--- src/hw/dhp_map.vh ---
// Constants for the display host port pin decoder
`ifndef DHP_MAP_VH
`define DHP_MAP_VH

// Bus style codes held in the latched mode register
`define DHP_MODE_6800    2'h0
`define DHP_MODE_8080    2'h1
`define DHP_MODE_SERIAL  2'h2
`define DHP_MODE_I2C     2'h3
`define DHP_MODE_W       2

// Default strap-to-mode map: {iface_select_b, iface_select_a} selects an entry
`define DHP_STRAP_MAP    8'hE4

// Reset values
`define DHP_BYTE_RST     8'h00

`endif

--- src/hw/dhp_port.v ---
// Host port pin decoder: bus style latch, strobe decode, data/command routing
// Behaviour
// - Chip select is active low; bus activity accepted only while it is low.
// - Init input low runs internal initialisation; host keeps it high normally.
// - Selector high: the data-bus byte is display data.
// - Selector low: the data-bus byte goes into the command register.
// - In I2C mode the selector pin gives the target address lsb.
// - In 6800 mode the direction pin high means read, low means write.
// - In 8080 mode the direction pin is an active-low write strobe.
// - In 6800 mode the enable pin high with chip select starts a transfer.
// - In 8080 mode the enable pin is an active-low read strobe.
`timescale 1ns/10ps
`include "dhp_map.vh"
module dhp_port #(
    parameter [7:0] STRAP_MAP = `DHP_STRAP_MAP
) (
    // Clock and reset
    input  wire       mclk,
    input  wire       resetn,
    // Interface straps
    input  wire       iface_select_a,
    input  wire       iface_select_b,
    // Host pins
    input  wire       cs_n,
    input  wire       init_in_n,
    input  wire       dc_sel,
    input  wire       rw_wr_n,
    input  wire       en_rd_n,
    input  wire [7:0] data_in,
    output reg  [7:0] data_out,
    output reg        data_oe_n,
    // Core side
    input  wire [7:0] read_byte,
    output reg  [1:0] mode_r,
    output reg        init_busy_r,
    output reg        data_wr_r,
    output reg  [7:0] data_byte_r,
    output reg        cmd_wr_r,
    output reg  [7:0] cmd_byte_r,
    output reg        rd_req_r,
    output reg        rd_is_data_r,
    output reg        target_addr_lsb,
    output reg        strap_err_r
);
    ////////////////////////////////////////////////////////////////////////
    // Session state
    reg        mode_valid_r;
    reg        mode_valid_nxt;
    reg  [1:0] mode_nxt;
    reg        init_busy_nxt;
    reg        rd_active_r;
    reg        rd_active_nxt;
    // Strobes accepted in this cycle
    reg        wr_go;
    reg        rd_go;
    // Next values of the registered outputs
    reg        data_wr_nxt;
    reg  [7:0] data_byte_nxt;
    reg        cmd_wr_nxt;
    reg  [7:0] cmd_byte_nxt;
    reg        rd_req_nxt;
    reg        rd_is_data_nxt;
    reg        addr_lsb_nxt;
    reg        strap_err_nxt;
    reg        data_oe_n_nxt;

    wire       e_start;
    wire       wr_start;
    wire       rd_start;
    wire [2:0] strap_idx = {iface_select_b, iface_select_a, 1'b0};
    wire [1:0] strap_mode = STRAP_MAP[strap_idx +: 2];
    wire       selected = ~cs_n & mode_valid_r & init_in_n;
    // Style decode of the latched mode
    wire       style_6800 = (mode_r == `DHP_MODE_6800);
    wire       style_i2c = (mode_r == `DHP_MODE_I2C);
    wire       serial_style = (mode_r == `DHP_MODE_SERIAL) | style_i2c;
    // Read strobe level that keeps the bus driven: enable high, or read low
    wire       rd_strobe_on = style_6800 ? en_rd_n : ~en_rd_n;

    // Edge detectors qualify strobes so one pulse makes one transfer
    dhp_edge #(.ACTIVE_HIGH(1)) u_e_edge (
        .mclk   (mclk),
        .resetn (resetn),
        .strobe (en_rd_n),
        .start  (e_start)
    );
    dhp_edge #(.ACTIVE_HIGH(0)) u_wr_edge (
        .mclk   (mclk),
        .resetn (resetn),
        .strobe (rw_wr_n),
        .start  (wr_start)
    );
    dhp_edge #(.ACTIVE_HIGH(0)) u_rd_edge (
        .mclk   (mclk),
        .resetn (resetn),
        .strobe (en_rd_n),
        .start  (rd_start)
    );

    ////////////////////////////////////////////////////////////////////////
    always @* begin
        wr_go = 1'b0;
        rd_go = 1'b0;
        case (mode_r)
            `DHP_MODE_6800: begin
                wr_go = selected & e_start & ~rw_wr_n;
                rd_go = selected & e_start & rw_wr_n;
            end
            `DHP_MODE_8080: begin
                wr_go = selected & wr_start;
                rd_go = selected & rd_start & rw_wr_n;
            end
            default: begin
                // Serial styles: both strobe pins are grounded by the host
                wr_go = 1'b0;
                rd_go = 1'b0;
            end
        endcase
    end

    ////////////////////////////////////////////////////////////////////////
    // Mode is latched from the straps on the first edge after init and then
    // held; moving the straps mid-session has no effect until the next init
    always @* begin
        mode_nxt       = mode_r;
        mode_valid_nxt = mode_valid_r;
        init_busy_nxt  = 1'b0;
        // A low init input clears the latch so the straps are read again
        if (!init_in_n) begin
            mode_valid_nxt = 1'b0;
            init_busy_nxt  = 1'b1;
        end else if (!mode_valid_r) begin
            mode_nxt       = strap_mode;
            mode_valid_nxt = 1'b1;
        end
    end

    always @(posedge mclk) begin
        if (!resetn) begin
            mode_r       <= `DHP_MODE_6800;
            mode_valid_r <= 1'b0;
            init_busy_r  <= 1'b1;
        end else begin
            mode_r       <= mode_nxt;
            mode_valid_r <= mode_valid_nxt;
            init_busy_r  <= init_busy_nxt;
        end
    end

    ////////////////////////////////////////////////////////////////////////
    always @* begin
        // One-cycle pulses, one per accepted strobe
        data_wr_nxt    = wr_go & dc_sel;
        cmd_wr_nxt     = wr_go & ~dc_sel;
        rd_req_nxt     = rd_go;

        // Each byte and the read flag hold until the next accepted transfer of their kind; the address bit is set below
        data_byte_nxt  = data_byte_r;
        cmd_byte_nxt   = cmd_byte_r;
        rd_is_data_nxt = rd_is_data_r;
        addr_lsb_nxt   = target_addr_lsb;
        if (wr_go && dc_sel) begin
            data_byte_nxt = data_in;
        end
        if (wr_go && !dc_sel) begin
            cmd_byte_nxt = data_in;
        end
        if (rd_go) begin
            rd_is_data_nxt = dc_sel;
        end

        // Address bit follows the pin only once the I2C style is latched
        if (mode_valid_r && style_i2c) begin
            addr_lsb_nxt = dc_sel;
        end
        // Flags a host that leaves a strobe high in a serial style
        strap_err_nxt = mode_valid_r & serial_style & (rw_wr_n | en_rd_n);

        // Bus stays driven only while the read strobe is held with chip select low
        rd_active_nxt = rd_active_r;
        if (rd_go) begin
            rd_active_nxt = 1'b1;
        end else if (cs_n || !rd_strobe_on) begin
            rd_active_nxt = 1'b0;
        end
        data_oe_n_nxt = ~(rd_go | (rd_active_r & ~cs_n & rd_strobe_on));
    end

    // Init low clears the transfer side like a reset but keeps the latched mode
    // The core byte is copied every cycle outside reset and init low; the host sees it only while data_oe_n is low
    always @(posedge mclk) begin
        if (!resetn || !init_in_n) begin
            // Pulses clear and the data bus is released
            data_wr_r       <= 1'b0;
            cmd_wr_r        <= 1'b0;
            rd_req_r        <= 1'b0;
            rd_is_data_r    <= 1'b0;
            data_byte_r     <= `DHP_BYTE_RST;
            cmd_byte_r      <= `DHP_BYTE_RST;
            target_addr_lsb <= 1'b0;
            strap_err_r     <= 1'b0;
            rd_active_r     <= 1'b0;
            data_out        <= `DHP_BYTE_RST;
            data_oe_n       <= 1'b1;
        end else begin
            data_wr_r       <= data_wr_nxt;
            cmd_wr_r        <= cmd_wr_nxt;
            rd_req_r        <= rd_req_nxt;
            rd_is_data_r    <= rd_is_data_nxt;
            data_byte_r     <= data_byte_nxt;
            cmd_byte_r      <= cmd_byte_nxt;
            target_addr_lsb <= addr_lsb_nxt;
            strap_err_r     <= strap_err_nxt;
            rd_active_r     <= rd_active_nxt;
            data_out        <= read_byte;
            data_oe_n       <= data_oe_n_nxt;
        end
    end
endmodule // dhp_port

--- src/hw/dhp_edge.v ---
// Strobe edge detector with selectable active level
`timescale 1ns/10ps
module dhp_edge #(
    parameter ACTIVE_HIGH = 1
) (
    // Clock and reset
    input  wire mclk,
    input  wire resetn,
    // Strobe
    input  wire strobe,
    output wire start
);
    reg prev_r;

    wire active = ACTIVE_HIGH ? strobe : ~strobe;

    always @(posedge mclk) begin
        if (!resetn) begin
            // Start as if the strobe were active: one held through reset is no new transfer
            prev_r <= 1'b1;
        end else begin
            prev_r <= active;
        end
    end

    assign start = active & ~prev_r;
endmodule // dhp_edge

--- config.mk ---
export PLATFORM = sky130hd
export DESIGN_NAME = dhp_port
export DESIGN_NICKNAME = d
export VERILOG_FILES = /design/src/hw/dhp_port.v /design/src/hw/dhp_edge.v
export VERILOG_INCLUDE_DIRS = /design/src /design/src/hw
export SDC_FILE = /design/constraint.sdc
export NUM_CORES = 1
export LEC_CHECK = 0
export ABC_AREA = 1
export BUFFER_PORTS_ARGS = -buffer_cell sky130_fd_sc_hd__buf_2
export CAP_MARGIN = 20
export CORE_MARGIN = 1
export CORE_UTILIZATION = 47
export CTS_CLUSTER_DIAMETER = 150
export DETAILED_ROUTE_END_ITERATION = 6
export GPL_ROUTABILITY_DRIVEN = 1
export HOLD_SLACK_MARGIN = 0.08
export PLACE_DENSITY = 0.9
export SLEW_MARGIN = 20
export SYNTH_ARGS = -nofsm -noshare
export SYNTH_HDL_FRONTEND = slang
export SYNTH_SLANG_ARGS = --single-unit
--- constraint.sdc ---
create_clock -name mclk -period 1.3 [get_ports mclk]
set_input_delay 0.26 -clock mclk [delete_from_list [all_inputs] [get_ports mclk]]
set_output_delay 0.26 -clock mclk [all_outputs]
set_load 0.02 [all_outputs]
==> impl_results.html, run 1 <==
<table>
<tr><th>Metric</th><th>Value</th></tr>
<tr><th colspan="2">Outcome</th></tr>
<tr><td>Run status</td><td>finished with violations</td></tr>
<tr><td>Violations in the final reports</td><td>DRC, setup timing</td></tr>
<tr><th colspan="2">Power</th></tr>
<tr><td>PnR Total Power</td><td>approximately 2.3 mW</td></tr>
<tr><td>Net switching power figure</td><td>between 0.5 and 0.6 mW</td></tr>
<tr><td>Worst-case vdd ir drop</td><td>0.857 mV</td></tr>
<tr><td>Part of the power in registers</td><td>between 50% and 60%</td></tr>
<tr><td>Relative contribution of the clock network to total power</td><td>between 30% and 40%</td></tr>
<tr><td>Combinational share of power</td><td>under 10%</td></tr>
<tr><td>Switching Fraction</td><td>roughly a quarter</td></tr>
<tr><td>Design internal power</td><td>about 1.8 mW</td></tr>
<tr><td>Total power density per cell area</td><td>approximately 1100 nW/um^2</td></tr>
<tr><td>Leak Pwr</td><td>1.09 nW</td></tr>
<tr><th colspan="2">Logic synthesis</th></tr>
<tr><td>Sequential fraction of the synthesis area</td><td>53.1%</td></tr>
<tr><td>Flop and latch count out of synthesis</td><td>39</td></tr>
<tr><td>Gate count after technology mapping</td><td>195</td></tr>
<tr><td>Dominant register cell in the synthesized netlist</td><td>dfxtp_1</td></tr>
<tr><td>Mapped Nets</td><td>220</td></tr>
<tr><td>Mux cell area share after synthesis</td><td>0%</td></tr>
<tr><td>Yosys top cell area share</td><td>53.1%</td></tr>
<tr><td>Simple-gate share of the synthesized area</td><td>between 30% and 40%</td></tr>
<tr><td>Leading post-synthesis cells by instance count</td><td>nor2_1, nand2_1, dfxtp_1</td></tr>
<tr><td>Leading area contributor after synthesis</td><td>dfxtp_1</td></tr>
<tr><td>Most frequent cell after synthesis</td><td>nor2_1</td></tr>
<tr><td>Complex-gate fraction of the synthesized area</td><td>under 10%</td></tr>
<tr><td>Number of synthesis warnings</td><td>0</td></tr>
<tr><td>Library cells used by synthesis</td><td>18</td></tr>
<tr><td>Dominant combinational cell family by area after synthesis</td><td>simple AND/OR/NAND/NOR gates</td></tr>
<tr><td>Most area-consuming cells after synthesis</td><td>dfxtp_1, nor2_1, nand2_1</td></tr>
<tr><td>Post-synthesis average cell area</td><td>approximately 7.5 sq um</td></tr>
<tr><td>Post-synthesis share of cell area spent on full adders, half adders and majority gates</td><td>0%</td></tr>
<tr><td>Total standard cell area after synthesis</td><td>roughly 1500 sq um</td></tr>
<tr><td>Synth async-reset ratio</td><td>0%</td></tr>
<tr><td>Post-synth EDFFs</td><td>0</td></tr>
<tr><td>Synth Area in XOR/XNOR</td><td>0%</td></tr>
<tr><th colspan="2">Routing</th></tr>
<tr><td>Count of TritonRoute iterations in the first routing pass</td><td>6</td></tr>
<tr><td>DRC violation count after routing</td><td>4</td></tr>
<tr><td>Post-Route WL</td><td>3640 um</td></tr>
<tr><td>Average wire per standard cell</td><td>around 12 um</td></tr>
<tr><td>Starting DRC count in detailed routing</td><td>59</td></tr>
<tr><td>Post-DRT Antenna Nets</td><td>0</td></tr>
<tr><td>Vias/cell</td><td>4.87</td></tr>
<tr><td>Total number of vias</td><td>roughly 1500</td></tr>
<tr><th colspan="2">Layout</th></tr>
<tr><td>Fin nets</td><td>~290</td></tr>
<tr><td>Post-Layout Cell Count</td><td>~300</td></tr>
<tr><td>Filler cells</td><td>215</td></tr>
<tr><td>Number of diodes added for antenna fixing</td><td>0</td></tr>
<tr><td>Fraction of layout cells with a size suffix above 1</td><td>between 30% and 40%</td></tr>
<tr><td>Sequential standard cell area</td><td>a little under 800 sq um</td></tr>
<tr><td>Layout overhead on the synthesized area</td><td>37.1%</td></tr>
<tr><td>Multi-input gate area in the final layout</td><td>just over 600 sq um</td></tr>
<tr><th colspan="2">Timing</th></tr>
<tr><td>Worst setup skew after layout</td><td>approximately 9 ps</td></tr>
<tr><td>Final setup violation count</td><td>8</td></tr>
<tr><td>Worst path setup slack after routing</td><td>-24.6 ps</td></tr>
<tr><td>Final worst-path cycle share</td><td>102%</td></tr>
<tr><td>Slew of the pin with the lowest slew margin</td><td>around 350 ps</td></tr>
<tr><td>Final worst path period need</td><td>~1300 ps</td></tr>
<tr><td>Max-slew violations</td><td>0</td></tr>
<tr><td>Final-layout worst hold slack</td><td>97.3 ps</td></tr>
<tr><td>Setup repair after global routing missed its margin</td><td>yes</td></tr>
<tr><td>Max-Slew Margin vs Limit</td><td>about three quarters</td></tr>
<tr><td>Final hold viol count</td><td>0</td></tr>
<tr><td>Top achievable clock speed</td><td>roughly 750 MHz</td></tr>
<tr><th colspan="2">Global route</th></tr>
<tr><td>First-pass GRT wire length</td><td>about 4800 um</td></tr>
<tr><td>Antenna violations before repair</td><td>0</td></tr>
<tr><td>Via count of the first global-routing pass</td><td>around 1200</td></tr>
<tr><td>Total routing usage reported by global routing</td><td>between 10% and 20%</td></tr>
<tr><td>Largest net degree at the start of global routing</td><td>21</td></tr>
<tr><td>Grt total ovfl</td><td>0</td></tr>
<tr><th colspan="2">Die</th></tr>
<tr><td>Die X-Extent</td><td>a little under 60 um</td></tr>
<tr><td>Floorplan core area</td><td>2850 sq um</td></tr>
<tr><td>I/O pin total</td><td>59</td></tr>
<tr><td>DIE AREA</td><td>between 3000 and 4000 sq um</td></tr>
<tr><td>Vertical die dimension</td><td>between 50 and 60 um</td></tr>
<tr><td>Number of placement rows</td><td>19</td></tr>
<tr><td>Starting Density</td><td>51.5%</td></tr>
<tr><th colspan="2">Placed design</th></tr>
<tr><td>Placer's final routability congestion estimate</td><td>slightly below 0.9</td></tr>
<tr><td>Number of cells in the design after placement</td><td>280</td></tr>
<tr><td>Number of I/O port buffers</td><td>58</td></tr>
<tr><td>HPWL after detailed placement</td><td>approximately 2100 um</td></tr>
<tr><th colspan="2">CTS</th></tr>
<tr><td>Clock network latency to the later pin of the worst-skew pair</td><td>around 340 ps</td></tr>
<tr><td>TritonCTS clock tree</td><td>built</td></tr>
<tr><td>Root Driver</td><td>clkbuf_4</td></tr>
<tr><td>H-tree Lvls</td><td>2</td></tr>
<tr><td>Clock buffer depth</td><td>2</td></tr>
<tr><td>Inserted Clock Buffers</td><td>5</td></tr>
<tr><td>Hold bufs inserted after CTS</td><td>0</td></tr>
<tr><td>CTS sink cnt</td><td>39</td></tr>
<tr><td>Clk slew on worst S/H paths</td><td>~110 ps</td></tr>
<tr><th colspan="2">Setup path</th></tr>
<tr><td>Type of the worst setup path</td><td>register to register</td></tr>
<tr><td>Crit start category</td><td>register</td></tr>
<tr><td>Reg-to-reg endpoint</td><td>data_byte_r[7]</td></tr>
<tr><td>Critical path arrival</td><td>1570 ps</td></tr>
<tr><td>Worst reg-to-reg setup slack</td><td>-20 ps</td></tr>
<tr><td>Data required, critical path</td><td>1540 ps</td></tr>
<tr><td>Highest fanout seen on the critical path</td><td>8</td></tr>
<tr><td>Depth of the most critical reg-to-reg path</td><td>7</td></tr>
<tr><td>Worst R2R Start</td><td>mode_r[1]</td></tr>
<tr><td>Crit path capture type</td><td>register</td></tr>
<tr><th colspan="2">Worst hold path</th></tr>
<tr><td>Worst hold path stage count</td><td>2</td></tr>
<tr><td>Worst Hold End</td><td>u_rd_edge.prev_r</td></tr>
<tr><td>Hold Path Class</td><td>input port to register</td></tr>
<tr><td>Min-delay src</td><td>en_rd_n</td></tr>
<tr><th colspan="2">Flow run</th></tr>
<tr><td>Max Cap Viol</td><td>0</td></tr>
</table>
[sequential cells by signal (all words and copies together) (netlist names), 2 cells and up]
signal       count
cmd_byte_r       8
data_byte_r      8
data_out         8
mode_r           2
[cell usage in the layout (no fill, tap or decap), types with 5 or more instances in the layout]
cell	synthesis	final
dfxtp_1	39	36
nand2_1	41	38
clkbuf_4	0	5
nor2_1	52	50
nand2_2	5	8
inv_1	32	31
nand3_4	2	5
buf_4	0	5
buf_2	2	58
[critical path: stages (launching register included)]
cell	delay (ps)
dfxtp_4	390
inv_2	80
nand2_2	70
o21ai_4	180
buf_6	160
nand3_4	150
nor2_2	150
nor2_1	50
[power by group through the flow]
stage	Clock, mW	Sequential [mW]	Combinational [mW]
floorplan	0	1.29	0.0718
global placement	0	1.26	0.171
detailed placement	0	1.26	0.173
CTS	0.858	1.24	0.174
global route	0.906	1.24	0.235
finish	0.844	1.24	0.217
[layout make-up]
| cell class | instances | share of cell area [%] |
|---|---|---|
| multi-input cells | 120 | 30.0 |
| inverters | 35 | 6.52 |
| flip-flops and latches | 39 | 39.3 |
| clock inverters | 2 | 1.74 |
| well taps | 31 | 1.92 |
| repair buffers | 66 | 17.9 |
| clock buffers | 6 | 2.55 |
[per-layer routing]
metal	up-vias	global-route usage, %	part of all wire (%)
li1	725	-	-
met4	0	10.5	2.1
met2	69	31.9	49
met1	652	21.3	41
met3	10	5.13	7.5
met5	-	0	0
[worst max path at each step]
stage / start / endpoint / slack [ps] / cells after the start
2_1_floorplan: mode_r[1] / cmd_byte_r[0] / 40 / 7
3_3_place_gp: en_rd_n / cmd_byte_r[7] / 60 / 8
3_5_place_dp: mode_r[1] / cmd_byte_r[5] / 30 / 7
4_1_cts: mode_valid_r / cmd_byte_r[5] / -2 / 6
5_1_grt: mode_r[1] / cmd_byte_r[4] / -80 / 7
6_report: mode_r[1] / data_byte_r[7] / -20 / 7
[stage by stage]
step / instance area (sq um) / TNS, ps / worst slack [ps] / utilization, %
5_1_grt: 2020 / -824 / -81.2 / 70.7
3_3_place_gp: 1770 / 0 / 63.9 / 62.1
3_5_place_dp: 1770 / 0 / 34.9 / 62.1
2_1_floorplan: 1470 / 0 / 37.3 / -
6_report: 2020 / -128 / -24.6 / 70.7
4_1_cts: 1870 / -2.18 / -2.18 / 65.4
[cells by family (layout without fill, tap and decap cells)]
logic type | count (synthesis) | in the layout
AND/OR/NAND/NOR | 108 | 112
buffers and inverters | 40 | 109
flip-flops | 39 | 39
AO/OA/AOI/OAI | 8 | 8
[repair_timing]
item,CTS,global route
buffers inserted,1,6
resized for setup,1,18
cloned,0,4
endpoints found under the setup margin,1,21
pin swaps,1,7
Note: power is estimated with default switching activity, not from simulation.
==> inputs of run 2 (changes only) <==
SKIP_CTS_REPAIR_TIMING = 1   (was not set)
==> impl_results.html, run 2 (synthesized netlist as in run 1, its figures left out) <==
<table>
<tr><th>Metric</th><th>Value</th></tr>
<tr><th colspan="2">CTS</th></tr>
<tr><td>Root Driver</td><td>clkbuf_4</td></tr>
<tr><td>H-tree Lvls</td><td>2</td></tr>
<tr><td>Clk slew on worst S/H paths</td><td>120 ps</td></tr>
<tr><td>Clock buffer depth</td><td>2</td></tr>
<tr><td>Clock network latency to the later pin of the worst-skew pair</td><td>about 350 ps</td></tr>
<tr><td>CTS sink cnt</td><td>39</td></tr>
<tr><td>TritonCTS clock tree</td><td>built</td></tr>
<tr><td>Inserted Clock Buffers</td><td>5</td></tr>
<tr><th colspan="2">Layout</th></tr>
<tr><td>Layout overhead on the synthesized area</td><td>38.7%</td></tr>
<tr><td>Number of diodes added for antenna fixing</td><td>0</td></tr>
<tr><td>Most common cell after layout, fill and taps aside</td><td>buf_2</td></tr>
<tr><td>Most used cells in the layout excluding fill and tap cells</td><td>buf_2, nor2_1, dfxtp_1</td></tr>
<tr><td>Fraction of layout cells with a size suffix above 1</td><td>around two fifths</td></tr>
<tr><td>Fin nets</td><td>roughly 290</td></tr>
<tr><td>Regs by FF count</td><td>cmd_byte_r: 8 flops, data_byte_r: 8 flops, data_out: 8 flops</td></tr>
<tr><th colspan="2">Timing</th></tr>
<tr><td>Slew of the pin with the lowest slew margin</td><td>356 ps</td></tr>
<tr><td>Max-Slew Margin vs Limit</td><td>~76%</td></tr>
<tr><td>Max-slew violations</td><td>0</td></tr>
<tr><td>Worst path setup slack after routing</td><td>-93.9 ps</td></tr>
<tr><td>Final setup violation count</td><td>16</td></tr>
<tr><td>Setup repair after global routing missed its margin</td><td>yes</td></tr>
<tr><td>Total negative slack</td><td>-523 ps</td></tr>
<tr><td>Top achievable clock speed</td><td>between 700 and 800 MHz</td></tr>
<tr><td>Final worst path period need</td><td>approximately 1400 ps</td></tr>
<tr><td>Final hold viol count</td><td>0</td></tr>
<tr><td>Final worst-path cycle share</td><td>107%</td></tr>
<tr><td>Worst setup skew after layout</td><td>between 9 and 10 ps</td></tr>
<tr><th colspan="2">Power</th></tr>
<tr><td>Worst-case vdd ir drop</td><td>0.861 mV</td></tr>
<tr><td>Leak Pwr</td><td>1.12 nW</td></tr>
<tr><td>Design internal power</td><td>between 1.5 and 2 mW</td></tr>
<tr><td>Switching Fraction</td><td>23.5%</td></tr>
<tr><td>Part of the power in registers</td><td>54.0%</td></tr>
<tr><td>Relative contribution of the clock network to total power</td><td>37.1%</td></tr>
<tr><td>Total power density per cell area</td><td>roughly 1100 nW/um^2</td></tr>
<tr><td>Net switching power figure</td><td>roughly 0.54 mW</td></tr>
<tr><td>Combinational share of power</td><td>slightly below 9%</td></tr>
<tr><th colspan="2">Global route</th></tr>
<tr><td>Total routing usage reported by global routing</td><td>18.7%</td></tr>
<tr><td>First-pass GRT wire length</td><td>around 4800 um</td></tr>
<tr><td>Via count of the first global-routing pass</td><td>between 1000 and 1500</td></tr>
<tr><td>Largest net degree at the start of global routing</td><td>21</td></tr>
<tr><td>Grt total ovfl</td><td>0</td></tr>
<tr><td>Antenna violations before repair</td><td>0</td></tr>
<tr><th colspan="2">Placed design</th></tr>
<tr><td>Number of I/O port buffers</td><td>between 50 and 60</td></tr>
<tr><td>HPWL after detailed placement</td><td>roughly 2100 um</td></tr>
<tr><td>Placer's final routability congestion estimate</td><td>slightly below 0.9</td></tr>
<tr><td>Post-Place Worst Slack</td><td>~35 ps</td></tr>
<tr><th colspan="2">Die</th></tr>
<tr><td>Vertical die dimension</td><td>57.9 um</td></tr>
<tr><td>I/O pin total</td><td>59</td></tr>
<tr><td>Die X-Extent</td><td>between 50 and 60 um</td></tr>
<tr><td>Number of placement rows</td><td>19</td></tr>
<tr><td>Starting Density</td><td>51.5%</td></tr>
<tr><td>DIE AREA</td><td>between 3000 and 4000 sq um</td></tr>
<tr><td>Floorplan core area</td><td>between 2000 and 3000 sq um</td></tr>
<tr><th colspan="2">Routing</th></tr>
<tr><td>Count of TritonRoute iterations in the first routing pass</td><td>6</td></tr>
<tr><td>Starting DRC count in detailed routing</td><td>27</td></tr>
<tr><td>DRC violation count after routing</td><td>4</td></tr>
<tr><td>Vias/cell</td><td>~4.7</td></tr>
<tr><td>Total number of vias</td><td>approximately 1400</td></tr>
<tr><td>Average wire per standard cell</td><td>11.8 um</td></tr>
<tr><td>Post-DRT Antenna Nets</td><td>0</td></tr>
<tr><td>Post-Route WL</td><td>3530 um</td></tr>
<tr><th colspan="2">Setup path</th></tr>
<tr><td>Peak per-stage delay on the critical path</td><td>just under 400 ps</td></tr>
<tr><td>Worst reg-to-reg setup slack</td><td>-90 ps</td></tr>
<tr><td>CP max-delay cell</td><td>dfxtp_4</td></tr>
<tr><td>List of cells traversed by the critical path</td><td>nand2_4, nor3_4, buf_12, nand3_4, buf_12, nand2_1, nand2_1, nor2_1</td></tr>
<tr><td>Highest fanout seen on the critical path</td><td>5</td></tr>
<tr><td>Crit path buffers/inverters</td><td>2</td></tr>
<tr><td>Crit start category</td><td>register</td></tr>
<tr><td>Type of the worst setup path</td><td>register to register</td></tr>
<tr><td>Crit path capture type</td><td>register</td></tr>
<tr><td>Data required, critical path</td><td>1570 ps</td></tr>
<tr><td>Critical path arrival</td><td>about 1700 ps</td></tr>
<tr><td>Category of cells accounting for the largest share of critical-path delay</td><td>simple AND/OR/NAND/NOR gates</td></tr>
<tr><th colspan="2">Worst hold path</th></tr>
<tr><td>Hold Path Class</td><td>input port to register</td></tr>
<tr><th colspan="2">Flow run</th></tr>
<tr><td>Max Cap Viol</td><td>0</td></tr>
<tr><th colspan="2">Outcome</th></tr>
<tr><td>Violations in the final reports</td><td>DRC, setup timing</td></tr>
<tr><td>Run status</td><td>finished with violations</td></tr>
</table>
run 2: cell count changes in the layout (fill, tap and decap cells not counted), sizes merged:
cell and change:
buf +1, clkbuf +1, nand3 -3
run 2: worst paths after layout:
check / from / to / depth (start not counted)
worst max-delay path: mode_valid_r / cmd_byte_r[5] / 8
worst min-delay path: en_rd_n / u_rd_edge.prev_r / 2
worst max register to register: mode_valid_r / cmd_byte_r[5] / 8
worst min register to register: target_addr_lsb / target_addr_lsb / 2
run 2: layout make-up:
type | count | area (sq um)
Sequential cell | 39 | 792
Tap cell | 31 | 38.8
Clock inverter | 2 | 35.0
Timing Repair Buffer | 68 | 414
Multi-Input combinational cell | 117 | 577
Inverter | 35 | 131
Clock buffer | 6 | 51.3
Fill cell | 210 | 813
run 2: through the flow:
stage / hold slack (ps) / cells / util (%) / power [mW] / area [sq um]
detailed placement: 437 / 280 / 62.1 / 1.44 / 1770
CTS: 82.2 / 288 / 65.1 / 2.27 / 1860
finish: 90.4 / 298 / 71.5 / 2.29 / 2040
global route: 90.8 / 298 / 71.5 / 2.37 / 2040
floorplan: 322 / 195 / - / 1.36 / 1470
global placement: 435 / 280 / 62.1 / 1.43 / 1770
run 2: power groups by stage:
stage               Clock (mW)  Combinational [mW]  Sequential [mW]
finish                   0.850               0.203             1.24
global route             0.909               0.222             1.24
CTS                      0.858               0.173             1.24
detailed placement           0               0.173             1.26
global placement             0               0.171             1.26
floorplan                    0              0.0718             1.29
run 2: worst reg2reg max path, delay by kind of cell (launching register included):
kind          cells  cell delay [ps]
flops             1              390
buf+inv           2              310
simple gates      6              630
run 2: routing by layer:
layer | track usage (%) | vias to the layer above | share of wire [%]
li1 | - | 713 | -
met1 | 21.0 | 627 | 42
met2 | 32.7 | 48 | 49
met3 | 5.13 | 11 | 6.1
met4 | 9.18 | 0 | 3.0
met5 | 0 | - | 0
